$ cat config.mk
export PLATFORM = sky130hd
export DESIGN_NAME = cmpd_control_mode_pin_decoder
export DESIGN_NICKNAME = d
export VERILOG_FILES = /design/src/verilog/cmpd_pkg.sv /design/src/verilog/cmpd_control_mode_pin_decoder.sv
export SDC_FILE = /design/constraint.sdc
export NUM_CORES = 1
export LEC_CHECK = 0
export BUFFER_PORTS_ARGS = -buffer_cell sky130_fd_sc_hd__buf_4
export CAP_MARGIN = 20
export CELL_PAD_IN_SITES_DETAIL_PLACEMENT = 1
export CELL_PAD_IN_SITES_GLOBAL_PLACEMENT = 2
export CORE_AREA = 2 2 94 163
export DETAILED_ROUTE_END_ITERATION = 16
export DIE_AREA = 0 0 96 165
export PLACE_DENSITY = 0.59
export SYNTH_ARGS = -nofsm -noshare
export SYNTH_HDL_FRONTEND = slang
export SYNTH_SLANG_ARGS = --single-unit
$ cat constraint.sdc
create_clock -name clock -period 2.92 [get_ports clock]
set_input_delay 0.292 -clock clock [delete_from_list [all_inputs] [get_ports clock]]
set_output_delay 0.292 -clock clock [all_outputs]
set_load 0.005 [all_outputs]
$ cat src/verilog/cmpd_pkg.sv
`default_nettype none
package cmpd_pkg;
    // Clock and strap settle timing
    localparam int CLOCK_MHZ = 200;
    localparam int SETTLE_TIME_NS = 1000;
    localparam int SETTLE_CYCLES = (SETTLE_TIME_NS * CLOCK_MHZ + 999) / 1000;
    localparam int CNT_W = 8;
    localparam logic [CNT_W-1:0] SETTLE_COUNT = CNT_W'(SETTLE_CYCLES);

    // Register bus layout
    localparam int ADDR_W = 4;
    localparam logic [ADDR_W-1:0] CTRL_ADDR = 4'h0;
    localparam logic [ADDR_W-1:0] STATUS_ADDR = 4'h4;
    localparam logic [ADDR_W-1:0] PINS_ADDR = 4'h8;
    localparam int CTRL_FREEZE_BIT = 0;
    localparam int STAT_CHANGED_BIT = 8;
    localparam int CFG_W = 7;
    localparam int STRAP_W = 12;
    localparam logic [1:0] RESP_OKAY = 2'h0;
    localparam logic [1:0] RESP_SLVERR = 2'h2;

    // Resolved level of a three-level strap, one-hot
    typedef enum logic [2:0] {
        TRI_LOW = 3'h1,
        TRI_MID = 3'h2,
        TRI_HIGH = 3'h4
    } cmpd_tri_t;

    // Comparator pair per strap: bit 1 above upper threshold, bit 0 above lower
    typedef struct packed {
        logic [1:0] modeSelect;
        logic [1:0] secondarySelect;
        logic [1:0] outputDifferentialSwing;
        logic [1:0] outputEdgeSelect;
        logic [1:0] samplingMode;
        logic [1:0] inputFullScaleRange;
    } cmpd_straps_t;

    // Applied configuration
    typedef struct packed {
        logic strapUndefined;
        logic reducedFullScale;
        logic dualEdgeSampling;
        logic ddrClock;
        logic risingEdgeLaunch;
        logic reducedSwing;
        logic extendedMode;
    } cmpd_cfg_t;

    localparam cmpd_cfg_t CFG_RESET = '0;
    localparam cmpd_straps_t STRAPS_RESET = '0;
endpackage
`default_nettype wire

$ cat src/verilog/cmpd_control_mode_pin_decoder.sv
`timescale 1ns/1ps
`default_nettype none
// Function
// - Mode pin high forces pin-programmed mode
// - Mode mid, secondary not low: range pin decides
// - Swing pin low reduced, high normal swing
// - Edge pin low falling, high rising launch
// - Edge pin mid selects DDR output clock
// - Sampling pin mid selects dual edge sampling
// - Range pin low reduced, high normal, mid extended with mode mid and secondary not low
// - Extended: sampling pin is serial select
module cmpd_control_mode_pin_decoder (
    // Clock and reset
    input wire logic clock,
    input wire logic rst_b,
    // Strap comparator pairs from the pads
    input wire cmpd_pkg::cmpd_straps_t straps,
    // Applied configuration
    output cmpd_pkg::cmpd_cfg_t cfg,
    // Serial port pins handed on in extended mode
    output logic serialPortClock,
    output logic serialPortData,
    output logic serialPortSelect_b,
    // AXI4-Lite write address
    input wire logic awvalid,
    output logic awready,
    input wire logic [cmpd_pkg::ADDR_W-1:0] awaddr,
    // AXI4-Lite write data
    input wire logic wvalid,
    output logic wready,
    input wire logic [31:0] wdata,
    input wire logic [3:0] wstrb,
    // AXI4-Lite write response
    output logic bvalid,
    input wire logic bready,
    output logic [1:0] bresp,
    // AXI4-Lite read address
    input wire logic arvalid,
    output logic arready,
    input wire logic [cmpd_pkg::ADDR_W-1:0] araddr,
    // AXI4-Lite read data
    output logic rvalid,
    input wire logic rready,
    output logic [31:0] rdata,
    output logic [1:0] rresp
);
    // Inconsistent comparator pairs count as mid, so they take whatever setting a mid pin selects
    function automatic cmpd_pkg::cmpd_tri_t triLevel(input logic [1:0] cmp);
        case (cmp)
            2'h0: triLevel = cmpd_pkg::TRI_LOW;
            2'h3: triLevel = cmpd_pkg::TRI_HIGH;
            default: triLevel = cmpd_pkg::TRI_MID;
        endcase
    endfunction

    cmpd_pkg::cmpd_straps_t syncA_q;
    cmpd_pkg::cmpd_straps_t syncB_q;
    cmpd_pkg::cmpd_straps_t prev_q;
    logic [cmpd_pkg::CNT_W-1:0] settle_q;
    logic [cmpd_pkg::CNT_W-1:0] settle_d;
    cmpd_pkg::cmpd_cfg_t cfg_q;
    cmpd_pkg::cmpd_cfg_t cfg_d;
    logic freeze_q;
    logic changed_q;

    // Pads are asynchronous; only syncB_q is read by logic
    always_ff @(posedge clock or negedge rst_b) begin
        if (!rst_b) begin
            syncA_q <= cmpd_pkg::STRAPS_RESET;
            syncB_q <= cmpd_pkg::STRAPS_RESET;
            prev_q <= cmpd_pkg::STRAPS_RESET;
        end else begin
            syncA_q <= straps;
            syncB_q <= syncA_q;
            prev_q <= syncB_q;
        end
    end

    // Resolved strap levels
    cmpd_pkg::cmpd_tri_t modeT;
    cmpd_pkg::cmpd_tri_t secT;
    cmpd_pkg::cmpd_tri_t swT;
    cmpd_pkg::cmpd_tri_t edT;
    cmpd_pkg::cmpd_tri_t smT;
    cmpd_pkg::cmpd_tri_t fsT;
    assign modeT = triLevel(syncB_q.modeSelect);
    assign secT = triLevel(syncB_q.secondarySelect);
    assign swT = triLevel(syncB_q.outputDifferentialSwing);
    assign edT = triLevel(syncB_q.outputEdgeSelect);
    assign smT = triLevel(syncB_q.samplingMode);
    assign fsT = triLevel(syncB_q.inputFullScaleRange);

    // Mode choice; pin functions clear in extended mode since the serial port owns them
    logic secOk;
    logic extD;
    assign secOk = (secT != cmpd_pkg::TRI_LOW);
    assign extD = secOk && ((modeT == cmpd_pkg::TRI_LOW)
        || (modeT == cmpd_pkg::TRI_MID && fsT == cmpd_pkg::TRI_MID));
    assign cfg_d.extendedMode = extD;
    assign cfg_d.reducedSwing = !extD && swT == cmpd_pkg::TRI_LOW;
    assign cfg_d.risingEdgeLaunch = !extD && edT == cmpd_pkg::TRI_HIGH;
    assign cfg_d.ddrClock = !extD && edT == cmpd_pkg::TRI_MID;
    assign cfg_d.dualEdgeSampling = !extD && smT == cmpd_pkg::TRI_MID;
    assign cfg_d.reducedFullScale = !extD && fsT == cmpd_pkg::TRI_LOW;
    // Flags straps with no defined meaning, including a low sampling pin
    assign cfg_d.strapUndefined = !extD && (swT == cmpd_pkg::TRI_MID
        || smT == cmpd_pkg::TRI_LOW);

    // Settle counter restarts on any strap movement, so glitches never reach the core
    logic moved;
    logic applyNow;
    assign moved = (syncB_q != prev_q);
    assign settle_d = moved ? '0 : (settle_q == cmpd_pkg::SETTLE_COUNT) ? settle_q : settle_q + 1'b1;
    assign applyNow = !moved && settle_q == cmpd_pkg::SETTLE_COUNT && !freeze_q;

    // Configuration only moves when straps have been still for the settle time
    always_ff @(posedge clock or negedge rst_b) begin
        if (!rst_b) begin
            settle_q <= '0;
            cfg_q <= cmpd_pkg::CFG_RESET;
        end else begin
            settle_q <= settle_d;
            if (applyNow) begin
                cfg_q <= cfg_d;
            end
        end
    end
    assign cfg = cfg_q;

    // Serial pins pass through only in extended mode; select idles high otherwise
    always_ff @(posedge clock or negedge rst_b) begin
        if (!rst_b) begin
            serialPortClock <= 1'b0;
            serialPortData <= 1'b0;
            serialPortSelect_b <= 1'b1;
        end else begin
            serialPortClock <= cfg_q.extendedMode && syncB_q.outputDifferentialSwing[1];
            serialPortData <= cfg_q.extendedMode && syncB_q.outputEdgeSelect[1];
            serialPortSelect_b <= !cfg_q.extendedMode || syncB_q.samplingMode[1];
        end
    end

    // Write channel: address and data latched independently, response after both
    logic awHeld_q;
    logic wHeld_q;
    logic [cmpd_pkg::ADDR_W-1:0] awAddr_q;
    logic [31:0] wData_q;
    logic [3:0] wStrb_q;
    logic doWrite;
    logic wrCtrl;
    logic wrStatus;
    logic wrKnown;
    logic changeEvent;
    logic changedClr;
    assign awready = !awHeld_q && !bvalid;
    assign wready = !wHeld_q && !bvalid;
    assign doWrite = awHeld_q && wHeld_q && !bvalid;
    assign wrCtrl = doWrite && awAddr_q == cmpd_pkg::CTRL_ADDR && wStrb_q[0];
    assign wrStatus = doWrite && awAddr_q == cmpd_pkg::STATUS_ADDR;
    assign wrKnown = awAddr_q == cmpd_pkg::CTRL_ADDR || awAddr_q == cmpd_pkg::STATUS_ADDR
        || awAddr_q == cmpd_pkg::PINS_ADDR;
    assign changedClr = wrStatus && wStrb_q[1] && wData_q[cmpd_pkg::STAT_CHANGED_BIT];
    assign changeEvent = applyNow && cfg_d != cfg_q;

    always_ff @(posedge clock or negedge rst_b) begin
        if (!rst_b) begin
            awHeld_q <= 1'b0;
            wHeld_q <= 1'b0;
            awAddr_q <= '0;
            wData_q <= '0;
            wStrb_q <= '0;
            bvalid <= 1'b0;
            bresp <= cmpd_pkg::RESP_OKAY;
        end else begin
            if (awvalid && awready) begin
                awHeld_q <= 1'b1;
                awAddr_q <= awaddr;
            end
            if (wvalid && wready) begin
                wHeld_q <= 1'b1;
                wData_q <= wdata;
                wStrb_q <= wstrb;
            end
            if (doWrite) begin
                awHeld_q <= 1'b0;
                wHeld_q <= 1'b0;
                bvalid <= 1'b1;
                bresp <= wrKnown ? cmpd_pkg::RESP_OKAY : cmpd_pkg::RESP_SLVERR;
            end else if (bvalid && bready) begin
                bvalid <= 1'b0;
            end
        end
    end

    // Freeze lets software pin the configuration while straps are reworked; set beats clear
    always_ff @(posedge clock or negedge rst_b) begin
        if (!rst_b) begin
            freeze_q <= 1'b0;
            changed_q <= 1'b0;
        end else begin
            if (wrCtrl) begin
                freeze_q <= wData_q[cmpd_pkg::CTRL_FREEZE_BIT];
            end
            changed_q <= changeEvent || (changed_q && !changedClr);
        end
    end

    // Read channel: one read at a time, data registered
    logic [31:0] rdMux;
    assign arready = !rvalid;
    assign rdMux = (araddr == cmpd_pkg::CTRL_ADDR) ? {31'h0, freeze_q}
        : (araddr == cmpd_pkg::STATUS_ADDR) ? {23'h0, changed_q, 1'b0, cfg_q}
        : (araddr == cmpd_pkg::PINS_ADDR) ? {20'h0, syncB_q}
        : 32'h0;

    always_ff @(posedge clock or negedge rst_b) begin
        if (!rst_b) begin
            rvalid <= 1'b0;
            rdata <= 32'h0;
            rresp <= cmpd_pkg::RESP_OKAY;
        end else if (arvalid && arready) begin
            rvalid <= 1'b1;
            rdata <= rdMux;
            rresp <= (araddr == cmpd_pkg::CTRL_ADDR || araddr == cmpd_pkg::STATUS_ADDR
                || araddr == cmpd_pkg::PINS_ADDR) ? cmpd_pkg::RESP_OKAY : cmpd_pkg::RESP_SLVERR;
        end else if (rvalid && rready) begin
            rvalid <= 1'b0;
        end
    end

    // Checks on the applied configuration and serial pin routing
    a_pin_mode_high: assert property (@(posedge clock) disable iff (!rst_b)
        applyNow && modeT == cmpd_pkg::TRI_HIGH |=> !cfg_q.extendedMode)
        else $error("mode pin high did not give pin mode");
    a_range_decides_mode: assert property (@(posedge clock) disable iff (!rst_b)
        applyNow && modeT == cmpd_pkg::TRI_MID && secOk && fsT == cmpd_pkg::TRI_MID
        |=> cfg_q.extendedMode && !cfg_q.reducedFullScale)
        else $error("range pin mid did not give extended mode");
    a_swing_level: assert property (@(posedge clock) disable iff (!rst_b)
        applyNow && !extD |=> cfg_q.reducedSwing == $past(swT == cmpd_pkg::TRI_LOW))
        else $error("swing setting wrong");
    a_edge_select: assert property (@(posedge clock) disable iff (!rst_b)
        applyNow && !extD && edT == cmpd_pkg::TRI_HIGH |=> cfg_q.risingEdgeLaunch && !cfg_q.ddrClock)
        else $error("edge pin high did not give rising launch");
    a_ddr_clock: assert property (@(posedge clock) disable iff (!rst_b)
        applyNow && !extD && edT == cmpd_pkg::TRI_MID |=> cfg_q.ddrClock && !cfg_q.risingEdgeLaunch)
        else $error("edge pin mid did not give DDR");
    a_dual_edge: assert property (@(posedge clock) disable iff (!rst_b)
        applyNow && !extD && smT == cmpd_pkg::TRI_MID |=> cfg_q.dualEdgeSampling)
        else $error("sampling pin mid did not give dual edge");
    a_full_scale: assert property (@(posedge clock) disable iff (!rst_b)
        applyNow && !extD && fsT == cmpd_pkg::TRI_LOW |=> cfg_q.reducedFullScale && !cfg_q.extendedMode)
        else $error("range pin low did not give reduced range");
    a_serial_route: assert property (@(posedge clock) disable iff (!rst_b)
        cfg_q.extendedMode && syncB_q.outputDifferentialSwing[1] && !syncB_q.outputEdgeSelect[1]
        |=> serialPortClock && !serialPortData)
        else $error("serial clock or data not routed");
    a_serial_select: assert property (@(posedge clock) disable iff (!rst_b)
        !cfg_q.extendedMode |=> serialPortSelect_b)
        else $error("serial select active outside extended mode");
    a_settle_hold: assert property (@(posedge clock) disable iff (!rst_b)
        moved |=> !applyNow [*8])
        else $error("configuration applied before straps settled");
    a_freeze_hold: assert property (@(posedge clock) disable iff (!rst_b)
        freeze_q |=> $stable(cfg_q))
        else $error("configuration moved while frozen");
endmodule
`default_nettype wire

; ---- Yosys cells after proc, flatten, opt, wreduce, memory -nomap -nowiden
; Index checks and enable logic that the tools add are counted.
[word_totals]
output_inout_bits = 51
word_cells = 145
mem_bits_ro = 0
n_memories = 0
ram_bits = 0
regBits = 111
latch_bits = 0
[classes]
bitwise = 0
addsub = 1
n_reduce_logical = 57
n_eq_ne = 25
magnitude_cmp = 0
shift = 0
div_mod_pow = 0
muxes = 21
n_mul = 0
[ops]
columns = op, n
row1 = 12-bit two-way mux, 3
row2 = 3-bit one-hot mux with 2 select lines, 6
row3 = 1-bit logical AND, 28
row4 = 8-bit two-way mux, 2
row5 = 3-bit by 2-bit == test with 1-bit output (second input constant), 5
row6 = 2-bit == test (second input constant), 6
row7 = 3-bit by 1-bit == test with 1-bit output (second input constant), 4
row8 = 2-bit zero test, 6
row9 = 12-bit inequality test, 1
row10 = 1-bit zero test, 9
row11 = 8-bit by 1-bit adder with 8-bit output (second input constant), 1
row12 = 4-bit by 3-bit == test with 1-bit output (second input constant), 2
row13 = 4-bit == test (second input constant), 2
row14 = 8-bit == test (second input constant), 1
row15 = 4-bit zero test, 2
row16 = 1-bit logical OR, 8
row17 = 1-bit two-way mux, 8
row18 = 2-bit nonzero test, 4
row19 = 7-bit inequality test, 1
row20 = 2-bit two-way mux, 2
row21 = 3-bit == test (second input constant), 1
row22 = 3-bit by 1-bit inequality test with 1-bit output (second input constant), 1
row23 = 2-bit inequality test (second input constant), 1

; ---- Longest topological paths before layout
; Gate-level depths: netlist (run 1).
[logic_depth]
depth_word = 11
depth_mapped = 8
depth_no_buf = 7

; ---- Least setup slack after synthesis (run 1)
; No wires, ideal clock.
[synth_path]
path_kind = register to register
start = reg syncB_q[4] in the netlist's numbering
end = reg changed_q
synth_period_minus_slack_ns = 2.018
n_path_buf = 0
arrival_time_ns = 1.899
path_slack_ns = 0.902
stages_incl_launch_ff = 7
cell_sequence = dfrtp_1 > ha_1 > xnor2_1 > a31oi_1 > or4b_1 > a32o_1 > a21bo_2
[synth_via]
elab_chain_len = 7
elab_cells_between_ends = 14
classes_between = eq/ne: 5 / mux: 1 / reduce/logical: 8
[synth_lines]
columns = element, line_no
row1 = from (decl), cmpd_control_mode_pin_decoder.sv:57  ; cmpd_pkg::cmpd_straps_t syncB_q;
row2 = from (signal assigned), cmpd_control_mode_pin_decoder.sv:70  ; syncB_q <= cmpd_pkg::STRAPS_RESET;
row3 = from (signal assigned), cmpd_control_mode_pin_decoder.sv:74  ; syncB_q <= syncA_q;
row4 = 2-bit == test / 2-bit zero test (equally long branches), cmpd_control_mode_pin_decoder.sv:49  ; case (cmp)
row5 = 3-bit one-hot mux with 2 select lines, cmpd_control_mode_pin_decoder.sv:49
row6 = 3-bit == test / 3-bit by 2-bit == test with 1-bit output (equally long branches), "cmpd_control_mode_pin_decoder.sv:101, cmpd_control_mode_pin_decoder.sv:102"
row7 = "1-bit logical AND, on equally long branches", "cmpd_control_mode_pin_decoder.sv:101, cmpd_control_mode_pin_decoder.sv:102"
row8 = 7-bit inequality test, cmpd_control_mode_pin_decoder.sv:163  ; assign changeEvent = applyNow && cfg_d != cfg_q;
row9 = 1-bit logical AND (*), cmpd_control_mode_pin_decoder.sv:163
row10 = 1-bit logical OR (*), cmpd_control_mode_pin_decoder.sv:204  ; changed_q <= changeEvent || (changed_q && !changedClr);
row11 = to (signal assigned), cmpd_control_mode_pin_decoder.sv:204
row12 = to (decl), cmpd_control_mode_pin_decoder.sv:64  ; logic changed_q;
; Every way passes the cells marked *; elsewhere a longest branch is shown, timed or not.
; A chain may end at the register's enable or synchronous reset.

; ---- Worst setup path after layout (run 1)
[layout_path]
start = reg syncB_q[1] in the netlist's numbering
end = reg cfg_q (netlist bit cfg[1])
[layout_via]
elab_chain_len = 8
elab_cells_between_ends = 13
classes_between = eq/ne: 3 / mux: 1 / reduce/logical: 9
[layout_lines]
columns = element, line_no
row1 = 2-bit == test / 2-bit zero test (equally long branches), cmpd_control_mode_pin_decoder.sv:49
row2 = 3-bit one-hot mux with 2 select lines, cmpd_control_mode_pin_decoder.sv:49
row3 = 3-bit by 2-bit == test with 1-bit output, cmpd_control_mode_pin_decoder.sv:98  ; || (modeT == cmpd_pkg::TRI_MID && fsT == cmpd_pkg::TRI_MID));
row4 = 1-bit logical AND, cmpd_control_mode_pin_decoder.sv:98
row5 = 1-bit logical OR, cmpd_control_mode_pin_decoder.sv:98
row6 = 1-bit logical AND, cmpd_control_mode_pin_decoder.sv:97  ; assign extD = secOk && ((modeT == cmpd_pkg::TRI_LOW)
row7 = 1-bit zero test, cmpd_control_mode_pin_decoder.sv:100  ; assign cfg_d.reducedSwing = !extD && swT == cmpd_pkg::TRI_LOW;
row8 = 1-bit logical AND, cmpd_control_mode_pin_decoder.sv:100
row9 = to (signal assigned), cmpd_control_mode_pin_decoder.sv:120  ; cfg_q <= cmpd_pkg::CFG_RESET;
row10 = to (signal assigned), cmpd_control_mode_pin_decoder.sv:124  ; cfg_q <= cfg_d;
row11 = to (decl), cmpd_control_mode_pin_decoder.sv:61  ; cmpd_pkg::cmpd_cfg_t cfg_q;
; Parallel ways exist; a longest one is shown, timed or not.

==> tab_implementation.tex, run 1 <==
\begin{tabular}{lr}
\hline
Metric & Value \\
\hline
\multicolumn{2}{l}{\textbf{Place}} \\
\quad DP Area & 0.00402 mm2 \\
\quad Final weighted congestion in routability-driven placement & between 0.7 and 0.8 \\
\quad DP Wirelength & around 5.9 mm \\
\quad PortBufs & between 50 and 60 \\
\multicolumn{2}{l}{\textbf{STA}} \\
\quad Final hold slack & 0.0552 ns \\
\quad Final Cycle Share & 80.3\% \\
\quad Actual slew at the worst max-slew pin & 0.840 ns \\
\quad Crit path time final & between 2 and 2.5 ns \\
\quad RSZ-0062 raised after global routing & false \\
\quad Number of endpoints with negative hold slack in the final report & 0 \\
\quad Highest achievable clock rate & roughly 430 MHz \\
\quad Setup violation total in the final timing report & 0 \\
\quad Final count of pins violating max slew & 0 \\
\quad Max-Slew Margin vs Limit & 43.8\% \\
\quad Sum Neg Setup Slack & 0 ns \\
\quad Final worst clock skew & around 0.0070 ns \\
\multicolumn{2}{l}{\textbf{Global routing}} \\
\quad Largest net degree at the start of global routing & 67 \\
\quad Remaining Overflow, GRT & 0 \\
\quad First-pass GRT wire length & between 10 and 15 mm \\
\quad Total global-route track usage & a little over a tenth \\
\quad Initial antenna violation count & 0 \\
\quad Number of global-route vias before repair & around 2400 \\
\multicolumn{2}{l}{\textbf{Routing}} \\
\quad DRC violation count after routing & 0 \\
\quad DR iter-0 viols & 59 \\
\quad Via density per instance & 4.16 \\
\quad Top metal layer carrying routed signals & met4 \\
\quad Vias after detailed routing & 2208 \\
\quad Met3 routed WL & about 320 um \\
\quad Wire length per cell & around 15 um \\
\quad Wire length after detailed routing & just under 8 mm \\
\quad Post-DRT Antenna Nets & 0 \\
\quad Total iterations of the first detailed-routing run & 5 \\
\quad Metal2 WL & between 4 and 5 mm \\
\quad Routed metal-1 wire length & about 2.9 mm \\
\multicolumn{2}{l}{\textbf{Setup path}} \\
\quad Worst path bufs/invs & 0 \\
\quad Type of destination of the critical path & flip-flop \\
\quad Sequence of cells on the critical path & xor2\_1, nor4\_1, nand3\_2, nor3b\_4, mux2\_2 \\
\quad Req. time, crit path & 3.14 ns \\
\quad Dominant delay contributor by cell family on the critical path & simple AND/OR/NAND/NOR gates \\
\quad Max stage delay cell, worst path & sky130\_fd\_sc\_hd\_\_nor3b\_4 \\
\quad Peak fanout along the critical path & 9 \\
\quad Critical path class & flip-flop to flip-flop \\
\quad Arrival time of the worst setup path & $\sim$2.6 ns \\
\quad Delay of the slowest cell on the worst path & roughly 0.50 ns \\
\quad Element type at the critical path start & flip-flop \\
\multicolumn{2}{l}{\textbf{Logic synthesis}} \\
\quad Count of state elements after synthesis & between 80 and 90 \\
\quad Top cell types by occurrence after synthesis & sky130\_fd\_sc\_hd\_\_dfrtp\_1 (81), sky130\_fd\_sc\_hd\_\_buf\_4 (22), sky130\_fd\_sc\_hd\_\_xor2\_1 (18) \\
\quad Main flop type after synthesis & sky130\_fd\_sc\_hd\_\_dfrtp\_1 \\
\quad Post-synth top area share & 59.4\% \\
\quad Count of unique library cells instantiated by Yosys & 40 \\
\quad Cell count after synthesis & roughly 280 \\
\quad Leading cell type by number of instances after synthesis & sky130\_fd\_sc\_hd\_\_dfrtp\_1 \\
\quad Synth warnings & 0 \\
\quad Post-synthesis sequential area ratio & around 60\% \\
\quad Cell area after synthesis & between 0.003 and 0.004 mm2 \\
\quad Proportion of synthesized flip-flops having asynchronous set or reset & 100\% \\
\quad Number of enable flip-flop cells after synthesis & 0 \\
\quad Synthesized area per cell & 12.4 um2 \\
\quad Leading cell types by total area after synthesis & sky130\_fd\_sc\_hd\_\_dfrtp\_1 (59\%), sky130\_fd\_sc\_hd\_\_mux2\_2 (5.3\%), sky130\_fd\_sc\_hd\_\_buf\_4 (4.8\%), sky130\_fd\_sc\_hd\_\_xor2\_1 (4.6\%), sky130\_fd\_sc\_hd\_\_ha\_1 (2.6\%) \\
\quad Leading area contributor after synthesis & sky130\_fd\_sc\_hd\_\_dfrtp\_1 \\
\multicolumn{2}{l}{\textbf{Floorplanning}} \\
\quad DIE HEIGHT & $\sim$170 um \\
\quad Die ar. & $\sim$0.016 mm2 \\
\quad Core region area & approximately 0.014 mm2 \\
\quad I/O pin cnt & between 100 and 150 \\
\quad Num rows & 58 \\
\quad Horiz. Die Dim & between 90 and 100 um \\
\quad Initial cell density of the core & 23.6\% \\
\multicolumn{2}{l}{\textbf{Outcome}} \\
\quad Status & finished clean \\
\multicolumn{2}{l}{\textbf{Cells and area}} \\
\quad Count of antenna diodes in the layout & 0 \\
\quad Share of post-route cells with drive strength above 1 & 29.1\% \\
\quad Multi-input gate area in the final layout & about 0.0012 mm2 \\
\quad Area Growth Syn to Fin & 27.1\% \\
\quad Number of nets in the finished design & about 420 \\
\quad Register area & 0.00205 mm2 \\
\quad Design area & around 0.0043 mm2 \\
\quad Filler Cells Inserted & between 1500 and 2000 \\
\multicolumn{2}{l}{\textbf{CTS}} \\
\quad Gates resized, CTS repair & 0 \\
\quad Clock sinks & 82 \\
\quad Clock slew at the register clock pins of the worst setup and hold paths & 0.07 ns \\
\quad Post-CTS setup buffers & 0 \\
\quad TritonCTS Buffers & 9 \\
\quad Clock tree root driver cell & sky130\_fd\_sc\_hd\_\_clkbuf\_16 \\
\quad TritonCTS clock tree & done \\
\quad Number of hold buffers added after CTS & 1 \\
\quad H-tree depth & 3 \\
\quad Buffers from clock root to sink, at most & 2 \\
\quad Worst-skew pair later-pin latency & about 0.34 ns \\
\multicolumn{2}{l}{\textbf{Power}} \\
\quad Part of the power in the clock network & between 30\% and 40\% \\
\quad Pleak & roughly 2 nW \\
\quad Power density of the placed cells & approximately 660 mW/mm2 \\
\quad Fraction of power consumed by combinational cells & between 10\% and 20\% \\
\quad Flop pwr share & between 40\% and 50\% \\
\quad Net switching share of the total power & 25.8\% \\
\quad Worst VDD drop & 0.285 mV \\
\quad Cell internal pwr & around 2.1 mW \\
\quad Switching power summed over all nets & about 0.74 mW \\
\multicolumn{2}{l}{\textbf{Hold path}} \\
\quad Hold Crit Class & input pin to flip-flop \\
\multicolumn{2}{l}{\textbf{Job}} \\
\quad Max cap viols & 0 \\
\hline
\end{tabular}
path summary, 6_finish.rpt:
| path | from | endpoint | slack (ns) | cells after the start |
|---|---|---|---|---|
| min in group asynchronous | rst_b | rdata[11]$_DFFE_PN0P_ | 0.36 | 2 |
| max in group asynchronous | rst_b | serialPortSelect_b$_DFF_PN1_ | 1.89 | 3 |
| worst max register to register | syncB_q[1]$_DFF_PN0_ | cfg[1]$_DFFE_PN0P_ | 0.58 | 5 |
| worst min register to register | syncA_q[6]$_DFF_PN0_ | syncB_q[6]$_DFF_PN0_ | 0.35 | 0 |
| worst min-delay path | straps[10] | syncA_q[10]$_DFF_PN0_ | 0.06 | 1 |
| worst max-delay path | syncB_q[1]$_DFF_PN0_ | cfg[1]$_DFFE_PN0P_ | 0.58 | 5 |
cell families (layout without fill, tap and decap cells):
logic type | Yosys count | in the layout | share of synthesized area [%]
mux | 18 | 18 | 5.87
flops | 82 | 82 | 60.2
simple gates | 70 | 70 | 11.6
fa+ha+maj | 7 | 7 | 2.57
other cells | 1 | 22 | 0.110
xor+xnor | 23 | 23 | 5.91
buf+inv | 39 | 93 | 6.71
compound gates | 36 | 36 | 7.01
layout make-up:
class                      instances  share of cell area, %
sequential                        82                   47.4
multi-input combinational        176                   27.9
timing repair buffer              64                   11.4
clock buffer                       9                   5.20
tap                              180                   5.20
clock inverter                     7                   1.82
inverter                          13                   1.13
flip-flops by register name, summed over array words and instances (netlist names), 2 cells and up:
register,flops
wData_q,2
cfg,7
rdata,12
syncA_q,12
awAddr_q,4
syncB_q,12
wStrb_q,2
settle_q,8
prev_q,12
metrics by stage:
step	total power, mW	utilization (%)	cells	setup WS (ns)
6_report	2.88	30.0	531	0.576
4_1_cts	2.94	30.0	531	0.456
2_1_floorplan	1.59	-	297	0.902
3_5_place_dp	1.78	27.8	514	0.475
3_3_place_gp	1.75	27.8	514	0.438
5_1_grt	3.04	30.0	531	0.330
power groups by stage:
stage	Clock [mW]	Sequential, mW	Combinational [mW]
after floorplan	0	1.35	0.234
after global placement	0	1.38	0.373
after detailed placement	0	1.39	0.388
after CTS	1.19	1.37	0.390
after global routing	1.23	1.39	0.425
final	1.14	1.36	0.375
per-layer routing:
layer / GRT usage, % / vias up
met4: 5.65 / 0
met5: 0 / -
met1: 11.6 / 1099
met2: 19.7 / 61
li1: - / 1040
met3: 1.82 / 8
worst register-to-register path: cells and delay by family, from the launching register on:
kind | cells | cell delay, ns
simple gates | 3 | 1.20
xor+xnor | 1 | 0.18
mux | 1 | 0.40
flops | 1 | 0.44
layout by cell type, fill, tap and decap left out, types with 2 or more instances in the layout:
cell type	n
sky130_fd_sc_hd__a21oi_1	2
sky130_fd_sc_hd__a22o_1	4
sky130_fd_sc_hd__clkinv_4	2
sky130_fd_sc_hd__mux2_2	16
sky130_fd_sc_hd__nor3_1	3
sky130_fd_sc_hd__clkbuf_16	9
sky130_fd_sc_hd__a22oi_1	7
sky130_fd_sc_hd__buf_4	62
sky130_fd_sc_hd__xor2_1	18
sky130_fd_sc_hd__ha_1	7
sky130_fd_sc_hd__a211oi_1	2
sky130_fd_sc_hd__mux2i_1	2
sky130_fd_sc_hd__xnor2_1	5
sky130_fd_sc_hd__o21a_1	2
sky130_fd_sc_hd__conb_1	22
sky130_fd_sc_hd__o21ai_0	15
sky130_fd_sc_hd__dfrtp_1	81
sky130_fd_sc_hd__inv_1	13
sky130_fd_sc_hd__clkinvlp_4	3
sky130_fd_sc_hd__and3_1	2
sky130_fd_sc_hd__nand3_1	8
sky130_fd_sc_hd__nor2b_1	11
sky130_fd_sc_hd__and2_1	2
sky130_fd_sc_hd__nor4_1	4
sky130_fd_sc_hd__nand2_1	14
sky130_fd_sc_hd__or4_1	2
sky130_fd_sc_hd__nor2_1	14
(Power assumes the default switching activity.)
==> inputs of run 2 (changes only) <==
- PLACE_DENSITY: 0.59 -> 0.61
- clock period: 2.92 -> 2 ns (I/O delays scaled with it)
==> tab_implementation.tex, run 2 (synthesis gave the netlist of run 1 again) <==
\begin{tabular}{lr}
\hline
Metric & Value \\
\hline
\multicolumn{2}{l}{\textbf{STA}} \\
\quad Crit path time final & 2.06 ns (-0.285 ns) \\
\quad RSZ-0062 raised after global routing & true \\
\quad Final hold slack & 0.0458 ns (-0.00945 ns) \\
\quad Sum Neg Setup Slack & -0.0719 ns (-0.0719 ns) \\
\quad Highest achievable clock rate & 486 MHz (+14\%) \\
\quad Max-Slew Margin vs Limit & 58.5\% (+15 points) \\
\quad Setup violation total in the final timing report & 5 (+5) \\
\quad Final Cycle Share & 103\% (+23 points) \\
\quad Actual slew at the worst max-slew pin & 0.616 ns (-0.224 ns) \\
\quad Final worst clock skew & 0.00490 ns (-0.00211 ns) \\
\quad Number of endpoints with negative hold slack in the final report & 0 (unchanged) \\
\quad Final count of pins violating max slew & 0 (unchanged) \\
\quad Final setup slack of the worst path & -0.0590 ns (-0.635 ns) \\
\multicolumn{2}{l}{\textbf{Floorplanning}} \\
\quad Initial cell density of the core & 23.6\% (unchanged) \\
\quad Horiz. Die Dim & 96 um (unchanged) \\
\quad Core region area & 0.0144 mm2 (unchanged) \\
\quad Num rows & 58 (unchanged) \\
\quad DIE HEIGHT & 165 um (unchanged) \\
\quad Die ar. & 0.0158 mm2 (unchanged) \\
\quad I/O pin cnt & 114 (unchanged) \\
\multicolumn{2}{l}{\textbf{Power}} \\
\quad Pleak & 2.23 nW (+11\%) \\
\quad Power density of the placed cells & 927 mW/mm2 (+40\%) \\
\quad Worst VDD drop & 0.454 mV (+60\%) \\
\multicolumn{2}{l}{\textbf{Global routing}} \\
\quad Largest net degree at the start of global routing & 47 (-30\%) \\
\quad Initial antenna violation count & 0 (unchanged) \\
\quad Number of global-route vias before repair & 2615 (+7.7\%) \\
\quad Total global-route track usage & 11.3\% (+0.47 points) \\
\quad First-pass GRT wire length & 13.1 mm (+3.6\%) \\
\quad Remaining Overflow, GRT & 0 (unchanged) \\
\multicolumn{2}{l}{\textbf{Routing}} \\
\quad Vias after detailed routing & 2369 (+7.3\%) \\
\quad DRC violation count after routing & 0 (unchanged) \\
\quad Post-DRT Antenna Nets & 0 (unchanged) \\
\quad Wire length after detailed routing & 8.42 mm (+8.7\%) \\
\quad Via density per instance & 4.14 (-0.40\%) \\
\quad Wire length per cell & 14.7 um (+0.93\%) \\
\quad DR iter-0 viols & 110 (+86\%) \\
\quad Total iterations of the first detailed-routing run & 3 (-2) \\
\multicolumn{2}{l}{\textbf{CTS}} \\
\quad Clock tree root driver cell & sky130\_fd\_sc\_hd\_\_clkbuf\_16 \\
\quad TritonCTS clock tree & done \\
\quad Worst-skew pair later-pin latency & 0.33 ns (about the same) \\
\quad Buffers from clock root to sink, at most & 2 (unchanged) \\
\quad Clock slew at the register clock pins of the worst setup and hold paths & 0.06 ns (about the same) \\
\quad H-tree depth & 3 (unchanged) \\
\quad Clock sinks & 82 (unchanged) \\
\quad TritonCTS Buffers & 9 (unchanged) \\
\multicolumn{2}{l}{\textbf{Setup path}} \\
\quad Arrival time of the worst setup path & 2.28 ns (-0.28 ns) \\
\quad Register-to-register setup slack & -0.06 ns (-0.63 ns) \\
\quad Critical path class & flip-flop to flip-flop \\
\quad Type of destination of the critical path & flip-flop \\
\quad Reg2Reg Depth & 8 (+3) \\
\quad Startpoint of the worst register-to-register path & syncB\_q[1]\$\_DFF\_PN0\_ \\
\quad Req. time, crit path & 2.22 ns (-0.92 ns) \\
\quad Capturing point of the worst reg2reg path & changed\_q\$\_DFF\_PN0\_ \\
\quad Element type at the critical path start & flip-flop \\
\quad Peak fanout along the critical path & 4 (-5) \\
\multicolumn{2}{l}{\textbf{Cells and area}} \\
\quad Area Growth Syn to Fin & 41.9\% \\
\quad Number of nets in the finished design & 457 (+9.9\%) \\
\quad Most used cells in the layout excluding fill and tap cells & sky130\_fd\_sc\_hd\_\_buf\_4 (89), sky130\_fd\_sc\_hd\_\_dfrtp\_1 (76), sky130\_fd\_sc\_hd\_\_conb\_1 (22) \\
\quad Share of post-route cells with drive strength above 1 & 37.5\% (+8.4 points) \\
\quad Count of antenna diodes in the layout & 0 (unchanged) \\
\quad Leading cell type in the layout, fill and taps excluded & sky130\_fd\_sc\_hd\_\_buf\_4 \\
\quad Post-Route Utilization & 33.5\% (+3.5 points) \\
\multicolumn{2}{l}{\textbf{Hold path}} \\
\quad Worst hold path cell count & 2 (+1) \\
\quad Startpoint of the tightest hold check path & bready \\
\quad Worst min-delay path endpoint & bvalid\$\_DFFE\_PN0P\_ \\
\quad Hold Crit Class & input pin to flip-flop \\
\multicolumn{2}{l}{\textbf{Outcome}} \\
\quad Failing checks & setup timing \\
\quad Status & finished with violations \\
\multicolumn{2}{l}{\textbf{Place}} \\
\quad Final weighted congestion in routability-driven placement & 0.747 (+4.3\%) \\
\quad DP Wirelength & 6.41 mm (+8.8\%) \\
\quad PortBufs & 59 (unchanged) \\
\multicolumn{2}{l}{\textbf{Job}} \\
\quad Max cap viols & 0 (unchanged) \\
\hline
\end{tabular}
run 2: cell count changes in the layout (fill, tap and decap cells not counted), moves of 3 or more:
| cell | before | now |
|---|---|---|
| sky130_fd_sc_hd__dfrtp_1 | 81 | 76 |
| sky130_fd_sc_hd__nor4_1 | 4 | 1 |
| sky130_fd_sc_hd__mux2_4 | 0 | 7 |
| sky130_fd_sc_hd__mux2_2 | 16 | 9 |
| sky130_fd_sc_hd__dlygate4sd3_1 | 1 | 13 |
| sky130_fd_sc_hd__dfrtp_2 | 0 | 5 |
| sky130_fd_sc_hd__buf_4 | 62 | 89 |
run 2: worst max-delay path by stage:
stage	startpoint	endpoint	slack [ns]	cells past startpoint
finish	syncB_q[1]$_DFF_PN0_	changed_q$_DFF_PN0_	-0.06	8
global route	syncB_q[1]$_DFF_PN0_	changed_q$_DFF_PN0_	-0.13	8
CTS	syncB_q[1]$_DFF_PN0_	cfg[1]$_DFFE_PN0P_	-0.08	7
detailed placement	syncB_q[3]$_DFF_PN0_	cfg[5]$_DFFE_PN0P_	-0.26	7
global placement	syncB_q[3]$_DFF_PN0_	cfg[4]$_DFFE_PN0P_	-0.19	7
floorplan	syncB_q[0]$_DFF_PN0_	changed_q$_DFF_PN0_	0.01	7
run 2: area by class of cell:
cell class | count | area, um2
fill | 1597 | 9600
sequential | 82 | 2060
multi-input combinational | 176 | 1320
timing repair buffer | 105 | 850
clock buffer | 11 | 253
tap | 180 | 225
clock inverter | 5 | 85.1
inverter | 13 | 48.8
run 2: critical path: stages, from the launching register on:
cell and delay, ns:
sky130_fd_sc_hd__dfrtp_2 0.45, sky130_fd_sc_hd__inv_2 0.06, sky130_fd_sc_hd__ha_2 0.27, sky130_fd_sc_hd__a21oi_2 0.15, sky130_fd_sc_hd__nor2_2 0.07, sky130_fd_sc_hd__buf_4 0.15, sky130_fd_sc_hd__or3_1 0.33, sky130_fd_sc_hd__a32o_1 0.26
sky130_fd_sc_hd__a21bo_2 0.20
run 2: stage by stage:
| step | setup slack, ns | instances | instance area (um2) | total power, mW |
|---|---|---|---|---|
| after floorplan | 0.0111 | 297 | 3500 | 2.32 |
| after global placement | -0.190 | 538 | 4230 | 2.62 |
| after detailed placement | -0.259 | 538 | 4230 | 2.66 |
| after CTS | -0.0809 | 571 | 4810 | 4.56 |
| after global routing | -0.132 | 572 | 4840 | 4.71 |
| final | -0.0590 | 572 | 4840 | 4.49 |
run 2: power by group:
group	switching (mW)	total [mW]	internal, mW
Sequential	0.151	2.00	1.84
Clock	0.658	1.83	1.17
Combinational	0.290	0.667	0.377
run 2: routing by layer:
metal  vias to the layer above  track usage [%]  wire length [um]
met1                      1177             11.0              2870
met4                         0             5.06               259
met5                         -                0                 0
met3                        12             2.60               349
met2                        63             21.7              4930
li1                       1117                -                 -
run 2: timing repair:
item | CTS | global route
pin swaps | 7 | 4
hold buffers | 13 | 0
buffers inserted | 4 | 1
hold endpoints to repair | 47 | 0
gates resized for setup | 22 | 4
endpoints found under the setup margin | 8 | 8
